### src/core/fcpwm_consts.svh
// Constants for the four-channel modulator with brake: offsets, fields, reset values.
`ifndef FCPWM_CONSTS_SVH
`define FCPWM_CONSTS_SVH

// ----------------------------------------------------------------
// Register offsets
// ----------------------------------------------------------------
`define FCPWM_ADDR_W 4
`define FCPWM_OFF_CTRL1 4'h0
`define FCPWM_OFF_CTRL2 4'h1
`define FCPWM_OFF_CTRL3 4'h2
`define FCPWM_OFF_PER_LO 4'h3
`define FCPWM_OFF_PER_HI 4'h4
`define FCPWM_OFF_CMP_LO0 4'h5
`define FCPWM_OFF_CMP_HI0 4'h9
`define FCPWM_OFF_IRQ_STAT 4'hd
`define FCPWM_OFF_IRQ_MASK 4'he
`define FCPWM_OFF_COUNT 4'hf

// ----------------------------------------------------------------
// Field positions
// ----------------------------------------------------------------
`define FCPWM_BIT_RUN 7
`define FCPWM_BIT_LOAD 6
`define FCPWM_BIT_UF 5
`define FCPWM_BIT_SWBRK 0
`define FCPWM_BIT_BRAKE_POLARITY_SELECT 6
`define FCPWM_BIT_BKF 0
`define FCPWM_BIT_BKIE 1
`define FCPWM_IRQ_UF 0
`define FCPWM_IRQ_BRK 1

// ----------------------------------------------------------------
// Reset values
// ----------------------------------------------------------------
`define FCPWM_PERIOD_RST 10'h3ff
`define FCPWM_CMP_RST 10'h000

`endif

### src/core/fcpwm_pkg.sv
// Types shared by the four-channel modulator.
package fcpwm_pkg;
    typedef logic [9:0] fcpwm_cnt_t;
    typedef enum logic [1:0] {FCPWM_IDLE, FCPWM_RUN, FCPWM_BRAKE} fcpwm_state_t;
endpackage

### src/core/fcpwm_top.sv
// Four-channel pulse-width modulator with shared down counter and brake.
//
// Implementation choices: the plain strobed port and the register offsets.
`timescale 1ns/10ps
`default_nettype none
`include "fcpwm_consts.svh"

module fcpwm_top #(
    parameter int CHANNELS = 4
) (
    input wire logic sys_clk,
    input wire logic rst_n,
    input wire logic clk_en,
    input wire logic reset_level_high_select,
    input wire logic brake_pin,
    input wire logic [`FCPWM_ADDR_W-1:0] reg_addr,
    input wire logic [7:0] reg_wdata,
    input wire logic reg_wr,
    input wire logic reg_rd,
    output logic [7:0] reg_rdata,
    output logic [CHANNELS-1:0] pwm_out,
    output logic irq
);

    // ----------------------------------------------------------------
    // Pin synchronisers
    // ----------------------------------------------------------------
    logic brk_s1_r;
    logic brk_s2_r;
    logic lvl_s1_r;
    logic lvl_s2_r;

    always_ff @(posedge sys_clk) begin
        if (!rst_n) begin
            brk_s1_r <= 1'b0;
            brk_s2_r <= 1'b0;
        end else if (clk_en) begin
            brk_s1_r <= brake_pin;
            brk_s2_r <= brk_s1_r;
        end
    end

    // The strap synchroniser keeps running through reset, so the level is settled when reset ends.
    always_ff @(posedge sys_clk) begin
        if (clk_en) begin
            lvl_s1_r <= reset_level_high_select;
            lvl_s2_r <= lvl_s1_r;
        end
    end

    // ----------------------------------------------------------------
    // Software registers
    // ----------------------------------------------------------------
    logic run_r;
    logic load_r;
    logic uf_flag_r;
    logic sw_brake_r;
    logic brake_polarity_select_r;
    logic bkf_r;
    logic bkie_r;
    logic [7:0] per_lo_r;
    logic [1:0] per_hi_r;
    logic [7:0] cmp_lo_r [CHANNELS];
    logic [1:0] cmp_hi_r [CHANNELS];
    logic [1:0] irq_stat_r;
    logic [1:0] irq_mask_r;

    // ----------------------------------------------------------------
    // Counter datapath
    // ----------------------------------------------------------------
    fcpwm_pkg::fcpwm_cnt_t cnt_r;
    fcpwm_pkg::fcpwm_cnt_t hold_r;
    fcpwm_pkg::fcpwm_cnt_t act_cmp_r [CHANNELS];
    fcpwm_pkg::fcpwm_state_t state_r;
    logic init_r;
    logic pend_cmp_r;

    wire fcpwm_pkg::fcpwm_cnt_t period_value = {per_hi_r, per_lo_r};
    wire pin_brake = brake_polarity_select_r ? brk_s2_r : ~brk_s2_r;
    wire brake_act = pin_brake | sw_brake_r;
    wire counting = run_r & ~brake_act;
    wire underflow = counting & (cnt_r == 10'h000);
    wire do_load = run_r & load_r & uf_flag_r;

    wire wr_ctrl1 = reg_wr && (reg_addr == `FCPWM_OFF_CTRL1);
    wire wr_ctrl2 = reg_wr && (reg_addr == `FCPWM_OFF_CTRL2);
    wire wr_ctrl3 = reg_wr && (reg_addr == `FCPWM_OFF_CTRL3);
    wire wr_plo = reg_wr && (reg_addr == `FCPWM_OFF_PER_LO);
    wire wr_phi = reg_wr && (reg_addr == `FCPWM_OFF_PER_HI);
    wire wr_stat = reg_wr && (reg_addr == `FCPWM_OFF_IRQ_STAT);
    wire wr_mask = reg_wr && (reg_addr == `FCPWM_OFF_IRQ_MASK);

    always_ff @(posedge sys_clk) begin
        if (!rst_n) begin
            per_lo_r <= 8'hff;
            per_hi_r <= 2'h3;
        end else if (clk_en) begin
            if (wr_plo) begin
                per_lo_r <= reg_wdata;
            end
            if (wr_phi) begin
                per_hi_r <= reg_wdata[1:0];
            end
        end
    end

    always_ff @(posedge sys_clk) begin
        if (!rst_n) begin
            sw_brake_r <= 1'b0;
            brake_polarity_select_r <= 1'b0;
            bkie_r <= 1'b0;
        end else if (clk_en) begin
            if (wr_ctrl2) begin
                brake_polarity_select_r <= reg_wdata[`FCPWM_BIT_BRAKE_POLARITY_SELECT];
                sw_brake_r <= reg_wdata[`FCPWM_BIT_SWBRK];
            end
            if (wr_ctrl3) begin
                bkie_r <= reg_wdata[`FCPWM_BIT_BKIE];
            end
        end
    end

    // Brake pin clears run; a pin brake also wins over a run write in the same cycle.
    always_ff @(posedge sys_clk) begin
        if (!rst_n) begin
            run_r <= 1'b0;
        end else if (clk_en) begin
            if (pin_brake) begin
                run_r <= 1'b0;
            end else if (wr_ctrl1) begin
                run_r <= reg_wdata[`FCPWM_BIT_RUN];
            end
        end
    end

    always_ff @(posedge sys_clk) begin
        if (!rst_n) begin
            load_r <= 1'b0;
            cnt_r <= `FCPWM_PERIOD_RST;
            hold_r <= `FCPWM_PERIOD_RST;
            pend_cmp_r <= 1'b0;
        end else if (clk_en) begin
            if (do_load) begin
                load_r <= 1'b0;
                hold_r <= period_value;
                cnt_r <= hold_r;
            end else begin
                if (wr_ctrl1 && reg_wdata[`FCPWM_BIT_LOAD]) begin
                    load_r <= 1'b1;
                    pend_cmp_r <= 1'b1;
                end
                if (underflow) begin
                    cnt_r <= hold_r;
                end else if (counting) begin
                    cnt_r <= cnt_r - 10'h001;
                end
            end
            if (underflow) begin
                pend_cmp_r <= 1'b0;
            end
        end
    end

    // Hardware set wins over a software clear in the same cycle.
    always_ff @(posedge sys_clk) begin
        if (!rst_n) begin
            uf_flag_r <= 1'b0;
            bkf_r <= 1'b0;
        end else if (clk_en) begin
            if (underflow) begin
                uf_flag_r <= 1'b1;
            end else if (wr_ctrl1 && !reg_wdata[`FCPWM_BIT_UF]) begin
                uf_flag_r <= 1'b0;
            end
            if (pin_brake) begin
                bkf_r <= 1'b1;
            end else if (wr_ctrl3 && !reg_wdata[`FCPWM_BIT_BKF]) begin
                bkf_r <= 1'b0;
            end
        end
    end

    always_ff @(posedge sys_clk) begin
        if (!rst_n) begin
            irq_stat_r <= 2'h0;
            irq_mask_r <= 2'h0;
        end else if (clk_en) begin
            irq_stat_r[`FCPWM_IRQ_UF] <= underflow |
                (irq_stat_r[`FCPWM_IRQ_UF] & ~(wr_stat & reg_wdata[`FCPWM_IRQ_UF]));
            irq_stat_r[`FCPWM_IRQ_BRK] <= (pin_brake & ~bkf_r) |
                (irq_stat_r[`FCPWM_IRQ_BRK] & ~(wr_stat & reg_wdata[`FCPWM_IRQ_BRK]));
            if (wr_mask) begin
                irq_mask_r <= reg_wdata[1:0];
            end
        end
    end

    always_ff @(posedge sys_clk) begin
        if (!rst_n) begin
            state_r <= fcpwm_pkg::FCPWM_IDLE;
        end else if (clk_en) begin
            case (state_r)
                fcpwm_pkg::FCPWM_IDLE: begin
                    if (counting) begin
                        state_r <= fcpwm_pkg::FCPWM_RUN;
                    end
                end
                fcpwm_pkg::FCPWM_RUN: begin
                    if (brake_act) begin
                        state_r <= fcpwm_pkg::FCPWM_BRAKE;
                    end else if (!run_r) begin
                        state_r <= fcpwm_pkg::FCPWM_IDLE;
                    end
                end
                default: begin
                    if (!brake_act) begin
                        state_r <= run_r ? fcpwm_pkg::FCPWM_RUN : fcpwm_pkg::FCPWM_IDLE;
                    end
                end
            endcase
        end
    end

    // ----------------------------------------------------------------
    // Channels
    // ----------------------------------------------------------------
    // Outputs freeze during brake so they resume the pre-brake level afterwards.
    wire frozen = (state_r == fcpwm_pkg::FCPWM_BRAKE) | brake_act;

    always_ff @(posedge sys_clk) begin
        if (!rst_n) begin
            init_r <= 1'b1;
        end else if (clk_en) begin
            init_r <= 1'b0;
        end
    end

    genvar ch;
    generate
        for (ch = 0; ch < CHANNELS; ch = ch + 1) begin : g_ch
            wire [`FCPWM_ADDR_W-1:0] lo_off = `FCPWM_OFF_CMP_LO0 + ch[`FCPWM_ADDR_W-1:0];
            wire [`FCPWM_ADDR_W-1:0] hi_off = `FCPWM_OFF_CMP_HI0 + ch[`FCPWM_ADDR_W-1:0];
            wire wr_lo = reg_wr && (reg_addr == lo_off);
            wire wr_hi = reg_wr && (reg_addr == hi_off);
            // Compare of zero is never above the counter; all ones is forced low even at the top count.
            wire out_high = (act_cmp_r[ch] != 10'h3ff) && !(act_cmp_r[ch] > cnt_r);

            always_ff @(posedge sys_clk) begin
                if (!rst_n) begin
                    cmp_lo_r[ch] <= 8'h00;
                    cmp_hi_r[ch] <= 2'h0;
                    act_cmp_r[ch] <= `FCPWM_CMP_RST;
                    pwm_out[ch] <= 1'b0;
                end else if (clk_en) begin
                    if (wr_lo) begin
                        cmp_lo_r[ch] <= reg_wdata;
                    end
                    if (wr_hi) begin
                        cmp_hi_r[ch] <= reg_wdata[1:0];
                    end
                    if (underflow && pend_cmp_r) begin
                        act_cmp_r[ch] <= {cmp_hi_r[ch], cmp_lo_r[ch]};
                    end
                    if (init_r) begin
                        pwm_out[ch] <= lvl_s2_r;
                    end else if (counting && !frozen) begin
                        pwm_out[ch] <= out_high;
                    end
                end
            end
        end
    endgenerate

    // ----------------------------------------------------------------
    // Read mux and interrupt
    // ----------------------------------------------------------------
    logic [7:0] rd_mux;

    always_comb begin
        rd_mux = 8'h00;
        if (reg_addr == `FCPWM_OFF_CTRL1) begin
            rd_mux = {run_r, load_r, uf_flag_r, 5'h00};
        end else if (reg_addr == `FCPWM_OFF_CTRL2) begin
            rd_mux = {1'b0, brake_polarity_select_r, 5'h00, sw_brake_r};
        end else if (reg_addr == `FCPWM_OFF_CTRL3) begin
            rd_mux = {6'h00, bkie_r, bkf_r};
        end else if (reg_addr == `FCPWM_OFF_PER_LO) begin
            rd_mux = per_lo_r;
        end else if (reg_addr == `FCPWM_OFF_PER_HI) begin
            rd_mux = {6'h00, per_hi_r};
        end else if (reg_addr >= `FCPWM_OFF_CMP_LO0 && reg_addr < `FCPWM_OFF_CMP_HI0) begin
            rd_mux = cmp_lo_r[2'(reg_addr - `FCPWM_OFF_CMP_LO0)];
        end else if (reg_addr >= `FCPWM_OFF_CMP_HI0 && reg_addr < `FCPWM_OFF_IRQ_STAT) begin
            rd_mux = {6'h00, cmp_hi_r[2'(reg_addr - `FCPWM_OFF_CMP_HI0)]};
        end else if (reg_addr == `FCPWM_OFF_IRQ_STAT) begin
            rd_mux = {6'h00, irq_stat_r};
        end else if (reg_addr == `FCPWM_OFF_IRQ_MASK) begin
            rd_mux = {6'h00, irq_mask_r};
        end else begin
            rd_mux = cnt_r[7:0];
        end
    end

    wire irq_nxt = |(irq_stat_r & irq_mask_r) | (bkf_r & bkie_r);

    always_ff @(posedge sys_clk) begin
        if (!rst_n) begin
            reg_rdata <= 8'h00;
            irq <= 1'b0;
        end else if (clk_en) begin
            reg_rdata <= reg_rd ? rd_mux : 8'h00;
            irq <= irq_nxt;
        end
    end

endmodule
`default_nettype wire

### config.mk
export PLATFORM = sky130hd
export DESIGN_NAME = fcpwm_top
export DESIGN_NICKNAME = d
export VERILOG_FILES = /design/src/core/fcpwm_pkg.sv /design/src/core/fcpwm_top.sv
export VERILOG_INCLUDE_DIRS = /design/src /design/src/core
export SDC_FILE = /design/constraint.sdc
export NUM_CORES = 1
export LEC_CHECK = 0
export BUFFER_PORTS_ARGS = -buffer_cell sky130_fd_sc_hd__buf_2
export CORE_MARGIN = 2
export CORE_UTILIZATION = 28
export CTS_CLUSTER_SIZE = 16
export DETAILED_ROUTE_END_ITERATION = 7
export MAX_ROUTING_LAYER = met4
export PLACE_DENSITY = 0.54
export SYNTH_ARGS = -nofsm -noshare
export SYNTH_HDL_FRONTEND = slang
export SYNTH_SLANG_ARGS = --single-unit
### constraint.sdc
create_clock -name sys_clk -period 6.87 [get_ports sys_clk]
set_clock_uncertainty 0.1 [all_clocks]
set_input_delay 0.687 -clock sys_clk [delete_from_list [all_inputs] [get_ports sys_clk]]
set_output_delay 0.687 -clock sys_clk [all_outputs]
set_load 0.05 [all_outputs]
; After elaboration in Yosys (flattened, before gate mapping)
; Memories as Yosys holds them, arrays and structs flattened.
; Cells that the tools add are included.
[classes]
add_sub_neg = 3
order_cmp = 8
n_eq_ne = 24
n_mux = 87
bitwise_logic = 33
n_reduce_logical = 58
[op_table]
columns = op, count
row1 = 2-to-1 mux 8 bit, 14
row2 = 2-to-1 mux 10 bit, 7
row3 = 2-to-1 mux 1 bit, 57
row4 = greater-than comparator 10 bit, 4
row5 = != test 10 bit (second input constant), 4
row6 = equality test 4 bit (second input constant), 7
row7 = logical AND 1 bit, 26
row8 = AND reduction 2 bit, 12
row9 = bitwise OR 1 bit, 17
row10 = equality test 4 x 3 -> 1 bit (second input constant), 4
row11 = 2-to-1 mux 2 bit, 8
row12 = nonzero test 2 bit, 6
row13 = AND 1 bit, 10
row14 = logical NOT 10 bit, 1
row15 = subtractor 10 x 1 -> 10 bit (second input constant), 1
row16 = equality test 4 x 2 -> 1 bit (second input constant), 2
row17 = less-than comparator 4 bit (second input constant), 2
row18 = logical NOT 1 bit, 7
row19 = inverter 1 bit, 5
row20 = equality test 4 x 1 -> 1 bit (second input constant), 1
row21 = greater-or-equal comparator 4 x 3 -> 1 bit (second input constant), 1
row22 = greater-or-equal comparator 4 bit (second input constant), 1
row23 = logical NOT 4 bit, 1
row24 = != test 2 bit (second input constant), 2
row25 = other kinds (12), 13
[totals]
regBits = 62
ramBits = 80
output_inout_bits = 13
mem_count = 3
[mem_list]
columns = memory, words, word_bits, read_ports, rd_clocked_by_memory_dff, wr, line_no
row1 = act_cmp_r, 4, 10, 4, 0, 4, fcpwm_top.sv:73  ; fcpwm_pkg::fcpwm_cnt_t act_cmp_r [CHANNELS];
row2 = cmp_lo_r, 4, 8, 5, 0, 4, fcpwm_top.sv:63  ; logic [7:0] cmp_lo_r [CHANNELS];
row3 = cmp_hi_r, 4, 2, 5, 0, 4, fcpwm_top.sv:64  ; logic [1:0] cmp_hi_r [CHANNELS];

; Depth between registers and ports, before layout
; Gate-level depths: netlist of the first run.
[depth]
depth_word = 12
mapped_depth = 9

; Worst setup path after synthesis of the first run
; Ideal clock, no wire load.
[synth_timing]
path_kind = input port to flip-flop
start = in clk_en
end = mem act_cmp_r[0][0] in the netlist's numbering, enable pin
setup_time_ns = 0.493
arrival_ns = 4.439
t_required_ns = 6.277
path_slack_ns = 1.838
path_stages = 5
n_path_buf = 3
cell_sequence = buf_2 -> buf_1 -> clkbuf_1 -> nand2_1 -> o21ai_0
[synth_lines]
columns = element, line_no
row1 = start: declaration, fcpwm_top.sv:13  ; input wire logic clk_en,
row2 = end: declaration, fcpwm_top.sv:73

==> out/metrics.cfg, run 1 <==
[cts]
clockRootBuffer=clkbuf_16
hold_buffers=0
tritoncts_num_sinks=142
post_cts_buffers=0
clock_tree_from_tritoncts=yes
clk-insertion-delay-late_ns=0.42
post_cts.resized_instances=0
h_tree_depth_reported_by_cts=4
worst_setup_hold_path_clk_slew_ns=0.06
cts_buffers=17
clk_path_buf_depth=2

[critical_path]
path_cells=inv_1 > ha_1 > nor3b_2 > nand4_1 > nor2_1 > nand2_1 > o21ai_4
worst_path_max_delay_cell=o21ai_4
cp.buffers_inverters=1
critPathMaxFanout=40
critical_path.startpoint_type=register
timing.setup.critical_path_class=reg -> reg
arrival_ns=3.12
timing.critical_path.to_type=register
worst_path_largest_cell_delay_ns=0.97
cpLargestDelayFamily=compound AO/OA/AOI/OAI gates
cp_data_required_time_ns=6.81

[yosys]
synth_nets=803
synth_cell_types=62
ys.warnings.count=0
synth_async_sr_flop_share_pct=0
synth_seq_area_share_pct=48.3
synth.ff_latch_count=142
yosys.area.top_type=edfxtp_1
synthCells=738
synth_edf_count=82
synth_top_area_share_pct=32.5
netlist_top_cells_area=edfxtp_1 32%, dfxtp_1 16%, ha_1 7.6%
synth.most_common_cell=edfxtp_1
synth.avg_cell_area_um2=10.3
most_instantiated_cells_after_synthesis=82 x edfxtp_1, 78 x nand2_1, 74 x and2_1, 60 x dfxtp_1, 46 x ha_1
synth_area_um2=7580
synth_top_flop_cell=edfxtp_1

[die]
chipWidth_um=169
ioPinCount=32
initial_core_utilization_pct=28.4
std_cell_rows=60
floorplan.die.height_um=169
core_area_um2=26700
floorplan_die_area_um2=28400

[global_routing]
first_pass_grt_wire_length_um=33300
gr-total-overflow=0
global_route.usage.total_pct=16.0
grt_antenna_before_repair=0
largest_net_degree_at_the_start_of_global_routing=49
first_global_vias=5514

[pwr]
power_density_nw_per_um2=244
fin_total_pwr_w=0.00210
vdd_ir_drop_max_mv=0.188
power.leakage_nw=3.35

[run_status]
status=completed

[route]
total_number_of_vias=5715
avgViaCountPerCell=5.16
detail_route.drc_violations=0
iteration_0_drc_markers=605
avgRoutedWirePerCell_um=19.5
dr.pass1.iters=8
drt-total-wl_um=21600
route.antenna.remaining_nets=0

[run]
max-cap-violations=0

[timing]
worst-slew-pin-transition_ns=1.17
post-route-period-util_pct=46.4
drv_slew=0
setup_tns_ns=0
final.min_clock_period_ns=3.19
rsz0062_at_grt=false
worst_slew_margin_rel_pct=21.9
timing_hold_violations_final=0
fmaxAchievable_mhz=314
final-setup-viol-count=0

[layout]
finish.net_count=820
count_of_antenna_diodes_in_the_layout=0
postLayoutCoreUtil_pct=32.2
layout.filler_cells=2746
design_area_um2=8610
areaGrowthSynthToFinish_pct=13.6
final_layout_size_suffix_gt1_share_pct=10.2

[placement]
portBuffers=31
hpwlAfterDp_um=16300
place_area_um2=8000
gp_routability_congestion=0.869

[worst_hold_path]
worst_hold_path_type=reg -> reg

## worst paths after layout
path,startpoint,slack (ns),to,depth (start not counted)
max,cnt_r[1],3.68,act_cmp_r[1][5],7
min,lvl_s1_r,0.33,lvl_s2_r,0
max reg2reg,cnt_r[1],3.68,act_cmp_r[1][5],7
min reg2reg,lvl_s1_r,0.33,lvl_s2_r,0
## cells by family after synthesis
kind of cell	synth area share, %
flip-flops	48.3
XOR/XNOR	0.347
buffers and inverters	3.60
AND/OR/NAND/NOR	22.5
AO/OA/AOI/OAI	13.1
multiplexers	4.56
adder cells (fa/ha/maj)	7.59
## power by group
group | leakage [nW] | switching (W) | internal, W | total, W
combinational | 1.80 | 0.000114 | 0.0000582 | 0.000172
clock | 0.285 | 0.000354 | 0.000606 | 0.000959
sequential | 1.27 | 0.0000298 | 0.000935 | 0.000965
## worst reg2reg max path, stage by stage, from the launching register on
cell and delay (ns):
dfxtp_1 0.34, inv_1 0.21, ha_1 0.23, nor3b_2 0.26, nand4_1 0.25, nor2_1 0.25
nand2_1 0.18, o21ai_4 0.97
## state kept, by name (all words and copies together) (netlist names), 2 cells and up
name and count:
pwm_out 4, cnt_r 10, hold_r 10, state_r 2, per_hi_r 2, reg_rdata 8
irq_stat_r 2, cmp_lo_r 32, act_cmp_r 40, cmp_hi_r 8, per_lo_r 8, irq_mask_r 2
## per-stage QoR
step / instances / hold WS [ns] / worst slack [ns]
final: 1108 / 0.329 / 3.68
after global routing: 1108 / 0.325 / 3.37
after CTS: 1108 / 0.325 / 3.66
after detailed placement: 1077 / 0.316 / 3.53
after global placement: 1077 / 0.313 / 3.64
after floorplan: 738 / 0.300 / 1.84
## area by class of cell
type	instances	area (um^2)	share of cell area, %
Inverter	25	93.8	1.09
Sequential cell	142	3660	42.6
Timing Repair Buffer	32	163	1.89
Tap cell	341	427	4.96
Clock inverter	10	165	1.92
Multi-Input combinational cell	537	3650	42.5
Clock buffer	21	440	5.12
## metal layers
| metal | GRT usage (%) | up-vias | share of wire [%] |
|---|---|---|---|
| met2 | 24.5 | 199 | 46 |
| met1 | 21.6 | 2737 | 46 |
| li1 | - | 2755 | - |
| met4 | 5.28 | 0 | 2.1 |
| met5 | - | - | 0 |
| met3 | 2.71 | 24 | 5.7 |
## cells in the final DEF (no fill, tap or decap), drive strengths merged, types with 3 or more instances in the layout
cell / synthesis / routed
a211oi: 6 / 6
a21boi: 4 / 4
a21o: 5 / 5
a21oi: 25 / 25
a22oi: 9 / 9
a311oi: 3 / 3
a31oi: 7 / 7
a32oi: 4 / 4
and2: 74 / 74
and3: 7 / 7
and4: 3 / 3
buf: 16 / 32
bufinv: 0 / 4
clkbuf: 18 / 21
clkinv: 0 / 4
dfxtp: 60 / 60
edfxtp: 82 / 82
ha: 46 / 46
inv: 25 / 25
mux2i: 12 / 12
mux4: 10 / 10
nand2: 78 / 78
nand2b: 11 / 11
nand3: 42 / 42
nand4: 19 / 19
nand4b: 5 / 5
nor2: 31 / 31
nor2b: 23 / 23
nor3: 11 / 11
o211a: 3 / 3
o211ai: 10 / 10
o21a: 5 / 5
o21ai: 44 / 44
o221ai: 4 / 4
o31ai: 5 / 5
or2: 3 / 3
or3: 3 / 3
Power figures use the tool's default switching activity.
==> run 2: changes to the inputs <==
Settings changed: PLACE_DENSITY 0.54 to 0.56.
Clock period 6.87 ns to 2.88 ns, I/O delays scaled along.
==> run 2 against run 1 <==
  * Count of clock-buffer cells in the layout is 4 lower
  * Utilization is 0.41 points higher
  * Critical path type unchanged
  * Total power is 130% higher
==> out/metrics.cfg, run 2 (synthesis gave the netlist of run 1 again) <==
[route]
avgViaCountPerCell=5.05  ; -2.1%
detail_route.drc_violations=0  ; unchanged
dr.pass1.iters=5  ; -3
route.antenna.remaining_nets=0  ; unchanged
avgRoutedWirePerCell_um=18.7  ; -3.9%
drt-total-wl_um=21200  ; -2.0%
total_number_of_vias=5703  ; -0.21%
iteration_0_drc_markers=674  ; +11%

[pwr]
vdd_ir_drop_max_mv=0.393  ; +110%
power_density_nw_per_um2=547  ; +120%
power.leakage_nw=3.44  ; +2.5%
fin_total_pwr_w=0.00477  ; +130%

[layout]
finish.net_count=841  ; +2.6%
final_layout_size_suffix_gt1_share_pct=12.9  ; +2.8 points
commonest_non_fill_non_tap_cell_in_the_layout=edfxtp_1
final_cells=1129  ; +1.9%
register_with_the_most_flip_flops=act_cmp_r
largest_register_ffs=40  ; unchanged
areaGrowthSynthToFinish_pct=15.0
count_of_antenna_diodes_in_the_layout=0  ; unchanged
layout_common_cells=82 x edfxtp_1, 78 x nand2_1, 74 x and2_1
design_area_um2=8720  ; +1.3%
top_regs=act_cmp_r x40, cmp_lo_r x32
postLayoutCoreUtil_pct=32.6  ; +0.41 points

[timing]
post-route-period-util_pct=88.6  ; +42 points
worst_slew_margin_rel_pct=53.7  ; +32 points
drv_slew=0  ; unchanged
worst-slew-pin-transition_ns=0.692  ; -0.474 ns
final-setup-viol-count=0  ; unchanged
setup_tns_ns=0  ; unchanged
timing_hold_violations_final=0  ; unchanged
final.min_clock_period_ns=2.55  ; -0.637 ns
fmaxAchievable_mhz=392  ; +25%
rsz0062_at_grt=false

[critical_path]
critPathLaunch=cnt_r[1]
worst_path_max_delay_cell=dfxtp_1
worst_path_largest_cell_delay_ns=0.35  ; -0.62 ns
timing.setup.critical_path_class=reg -> reg
critPathMaxFanout=40  ; unchanged
worst_r2r_path_depth=8  ; +1
rr_endpoint=act_cmp_r[1][4]
timing.critical_path.to_type=register
critical_path.startpoint_type=register
worstReg2RegStart=cnt_r[1]
reg2reg_slack_ns=0.33  ; -3.35 ns
path_cells=inv_1 > ha_1 > nor3b_2 > nand4_1 > nor2_1 > nand2_1 > o21ai_4 > buf_12
cp_data_required_time_ns=2.89  ; -3.92 ns
arrival_ns=2.56  ; -0.56 ns

[global_routing]
first_pass_grt_wire_length_um=33500  ; +0.52%
grt_antenna_before_repair=0  ; unchanged
first_global_vias=5764  ; +4.5%
global_route.usage.total_pct=16.0  ; about the same
largest_net_degree_at_the_start_of_global_routing=41  ; -16%
gr-total-overflow=0  ; unchanged

[die]
initial_core_utilization_pct=28.4  ; unchanged
chipWidth_um=169  ; unchanged
floorplan.die.height_um=169  ; unchanged
floorplan_die_area_um2=28400  ; unchanged
ioPinCount=32  ; unchanged
core_area_um2=26700  ; unchanged
std_cell_rows=60  ; unchanged

[cts]
clockRootBuffer=clkbuf_16
h_tree_depth_reported_by_cts=4  ; unchanged
tritoncts_num_sinks=142  ; unchanged
post_cts_buffers=0  ; unchanged
clk-insertion-delay-late_ns=0.43  ; about the same
post_cts.resized_instances=0  ; unchanged
clock_tree_from_tritoncts=yes
worst_setup_hold_path_clk_slew_ns=0.06  ; about the same
cts_buffers=17  ; unchanged
clk_path_buf_depth=2  ; unchanged

[placement]
hpwlAfterDp_um=16300  ; about the same
portBuffers=31  ; unchanged
gp_routability_congestion=0.872  ; +0.36%
place_area_um2=8160  ; +2.0%
post-place-cells=1097  ; +1.9%

[run]
max-cap-violations=0  ; unchanged

[worst_hold_path]
min_path_cells=3  ; +3
worst_hold_path_type=in -> reg
whs_endpoint=brk_s1_r
hold_path.startpoint=brake_pin

[run_status]
status=completed

[run 2: cell count changes in the layout (fill, tap and decap cells not counted), moves of 3 or more]
| cell | change |
|---|---|
| buf_4 | +19 |
| clkbuf_1 | -4 |
| clkinv_2 | +4 |
| bufinv_16 | -3 |
| inv_6 | +3 |
[run 2: per-stage QoR]
step           hold WS (ns)  worst slack, ns
5_1_grt              0.0466            0.158
2_1_floorplan         0.287            0.311
3_3_place_gp          0.325            0.479
6_report             0.0269            0.328
4_1_cts              0.0228            0.390
3_5_place_dp          0.312            0.396
[run 2: metal layers]
metal	global-route usage, %	up-vias	routed length, um
met3	2.36	40	848
met5	-	-	0
met4	6.60	0	676
met2	25.3	153	9880
met1	20.6	2705	9750
li1	-	2805	-
[run 2: power breakdown]
part           internal [W]  switching [W]  total (W)
combinational      0.000156       0.000275   0.000431
clock               0.00118       0.000863    0.00204
sequential          0.00223      0.0000674    0.00230
[run 2: worst max-delay path, delay by kind of cell (launching register included)]
family | cells | cell delay [ns]
AND/OR/NAND/NOR | 4 | 0.93
adder cells (fa/ha/maj) | 1 | 0.22
buffers and inverters | 2 | 0.44
flip-flops | 1 | 0.35
AO/OA/AOI/OAI | 1 | 0.19
[run 2: worst max path at each step]
stage	end	slack [ns]
CTS	act_cmp_r[3][5]	0.39
floorplan	act_cmp_r[0][0]	0.31
global route	act_cmp_r[0][6]	0.16
global placement	act_cmp_r[0][7]	0.48
finish	act_cmp_r[1][4]	0.33
detailed placement	act_cmp_r[3][5]	0.40
[run 2: final cells by class]
cell class | count | area, um^2
fill | 2789 | 18000
clock buffer | 17 | 425
sequential | 142 | 3660
inverter | 25 | 93.8
clock inverter | 14 | 118
timing repair buffer | 53 | 335
multi-input combinational | 537 | 3650
tap | 341 | 427
[run 2: repair_timing]
item,in CTS,in global routing
setup endpoints to repair,0,0
hold endpoints to repair,1,0
hold buffers,1,0
==> run 3: changes to the inputs <==
Settings changed: CORE_UTILIZATION 28 to 55, PLACE_DENSITY 0.56 to 0.87.
==> run 3 against run 2 <==
  * Sequential power about the same
  * Sequential cell count unchanged
  * Clock power increased by 6%
  * Global-route usage increased by 13 points
  * Via count increased by 5.5%
  * Utilization increased by 31 points
  * Critical endpoint is now act_cmp_r[0][4]
  * Highest routed layer unchanged
==> out/metrics.cfg, run 3 (synthesis gave the netlist of run 1 again) <==
[cts]
worst_setup_hold_path_clk_slew_ns=0.06  ; about the same
cts_buffers=17  ; unchanged
clk-insertion-delay-late_ns=0.42  ; about the same
clock_tree_from_tritoncts=yes
clk_path_buf_depth=2  ; unchanged
clockRootBuffer=clkbuf_16
tritoncts_num_sinks=142  ; unchanged
h_tree_depth_reported_by_cts=4  ; unchanged
post_cts_buffers=0  ; unchanged

[pwr]
power_density_nw_per_um2=572  ; +4.5%
fin_total_pwr_w=0.00488  ; +2.4%
vdd_ir_drop_max_mv=0.443  ; +13%
power.leakage_nw=3.45  ; +0.36%

[critical_path]
timing.critical_path.to_type=register
timing.setup.critical_path_class=reg -> reg
cp_data_required_time_ns=2.89  ; about the same
arrival_ns=2.34  ; -0.22 ns
critical_path.startpoint_type=register
critPathMaxFanout=40  ; unchanged

[layout]
final_layout_size_suffix_gt1_share_pct=12.5  ; -0.49 points
largest_register_ffs=40  ; unchanged
layout.filler_cells=1090  ; -61%
areaGrowthSynthToFinish_pct=12.6
layout_common_cells=82 x edfxtp_1, 78 x nand2_1, 74 x and2_1
commonest_non_fill_non_tap_cell_in_the_layout=edfxtp_1
register_with_the_most_flip_flops=act_cmp_r
count_of_antenna_diodes_in_the_layout=0  ; unchanged
finish.net_count=839  ; -0.24%
top_regs=act_cmp_r x40, cmp_lo_r x32

[die]
floorplan.die.height_um=121  ; -28%
ioPinCount=32  ; unchanged
floorplan_die_area_um2=14700  ; -48%
initial_core_utilization_pct=56.8  ; +28 points
core_area_um2=13300  ; -50%
chipWidth_um=121  ; -28%
std_cell_rows=42  ; -30%

[route]
drt-total-wl_um=19900  ; -6.1%
route.antenna.remaining_nets=0  ; unchanged
total_number_of_vias=6017  ; +5.5%
iteration_0_drc_markers=850  ; +26%
dr.pass1.iters=8  ; +3
detail_route.drc_violations=0  ; unchanged
avgViaCountPerCell=6.25  ; +24%
avgRoutedWirePerCell_um=20.6  ; +10%

[timing]
final-setup-viol-count=0  ; unchanged
post-route-period-util_pct=80.9  ; -7.8 points
worst-slew-pin-transition_ns=0.727  ; +0.0347 ns
final.min_clock_period_ns=2.33  ; -0.223 ns
setup_tns_ns=0  ; unchanged
worst_slew_margin_rel_pct=51.3  ; -2.3 points
drv_slew=0  ; unchanged
rsz0062_at_grt=false
timing_hold_violations_final=0  ; unchanged
fmaxAchievable_mhz=429  ; +9.6%

[run]
max-cap-violations=0  ; unchanged

[placement]
hpwlAfterDp_um=14600  ; -10%
gp_routability_congestion=0.936  ; +7.4%
portBuffers=31  ; unchanged

[global_routing]
largest_net_degree_at_the_start_of_global_routing=41  ; unchanged
global_route.usage.total_pct=28.8  ; +13 points
gr-total-overflow=0  ; unchanged
first_pass_grt_wire_length_um=30900  ; -7.8%
first_global_vias=5497  ; -4.6%
grt_antenna_before_repair=0  ; unchanged

[worst_hold_path]
worst_hold_path_type=in -> reg

[run_status]
status=completed

==> run 3: changes by cell type in the layout (fill, tap and decap cells not counted), sizes merged <==
cell / change
clkinv: -1
clkinvlp: -2
bufinv: +1
inv: -2
clkbuf: +5
buf: -2
==> run 3: repair_timing <==
action / CTS / global route
resized for setup: 0 / 0
hold buffers: 1 / 0
endpoints found under the setup margin: 0 / 0
hold endpoints to repair: 1 / 0
==> run 3: final cells by class <==
type / count / area [um^2] / share of cell area, %
sequential: 142 / 3660 / 42.9
multi-input combinational: 537 / 3650 / 42.8
clock buffer: 22 / 475 / 5.57
timing repair buffer: 51 / 320 / 3.75
tap: 176 / 220 / 2.58
clock inverter: 10 / 110 / 1.29
inverter: 25 / 93.8 / 1.10
==> run 3: layer usage <==
metal / vias to the layer above / wire (um) / global-route usage [%]
met5: - / 0 / -
li1: 2793 / - / -
met1: 2882 / 8430 / 39.2
met2: 299 / 9350 / 43.7
met3: 43 / 1530 / 5.26
met4: 0 / 545 / 10.3
==> run 3: stage by stage <==
stage	instance area [um^2]	utilization, %	instances	hold WS [ns]	setup WS [ns]
after floorplan	7590	-	738	0.287	0.311
after global placement	7940	59.5	930	0.316	0.589
after detailed placement	7940	59.5	930	0.310	0.546
after CTS	8540	64.0	963	0.0273	0.596
after global routing	8540	64.0	963	0.0296	0.346
final	8540	64.0	963	0.0334	0.551
==> run 3: worst max-delay path, cell delays in order, from the launching register on <==
cell and delay, ns:
dfxtp_1 0.32, inv_1 0.19, ha_1 0.22, nor3b_2 0.27, nand4_1 0.14, nor2_1 0.19, nand2_1 0.16, o21ai_4 0.17
buf_12 0.23
==> run 3: path summary, 6_finish.rpt <==
check / startpoint / endpoint / slack (ns) / depth (start not counted)
worst min-delay path: brake_pin / brk_s1_r / 0.03 / 3
worst max register to register: cnt_r[1] / act_cmp_r[0][4] / 0.55 / 8
worst min register to register: lvl_s1_r / lvl_s2_r / 0.33 / 0
worst max-delay path: cnt_r[1] / act_cmp_r[0][4] / 0.55 / 8
==> run 3: where the power goes <==
part / total (W) / internal, W / switching, W
clock network: 0.00216 / 0.00134 / 0.000819
registers: 0.00230 / 0.00223 / 0.0000681
logic: 0.000422 / 0.000153 / 0.000269
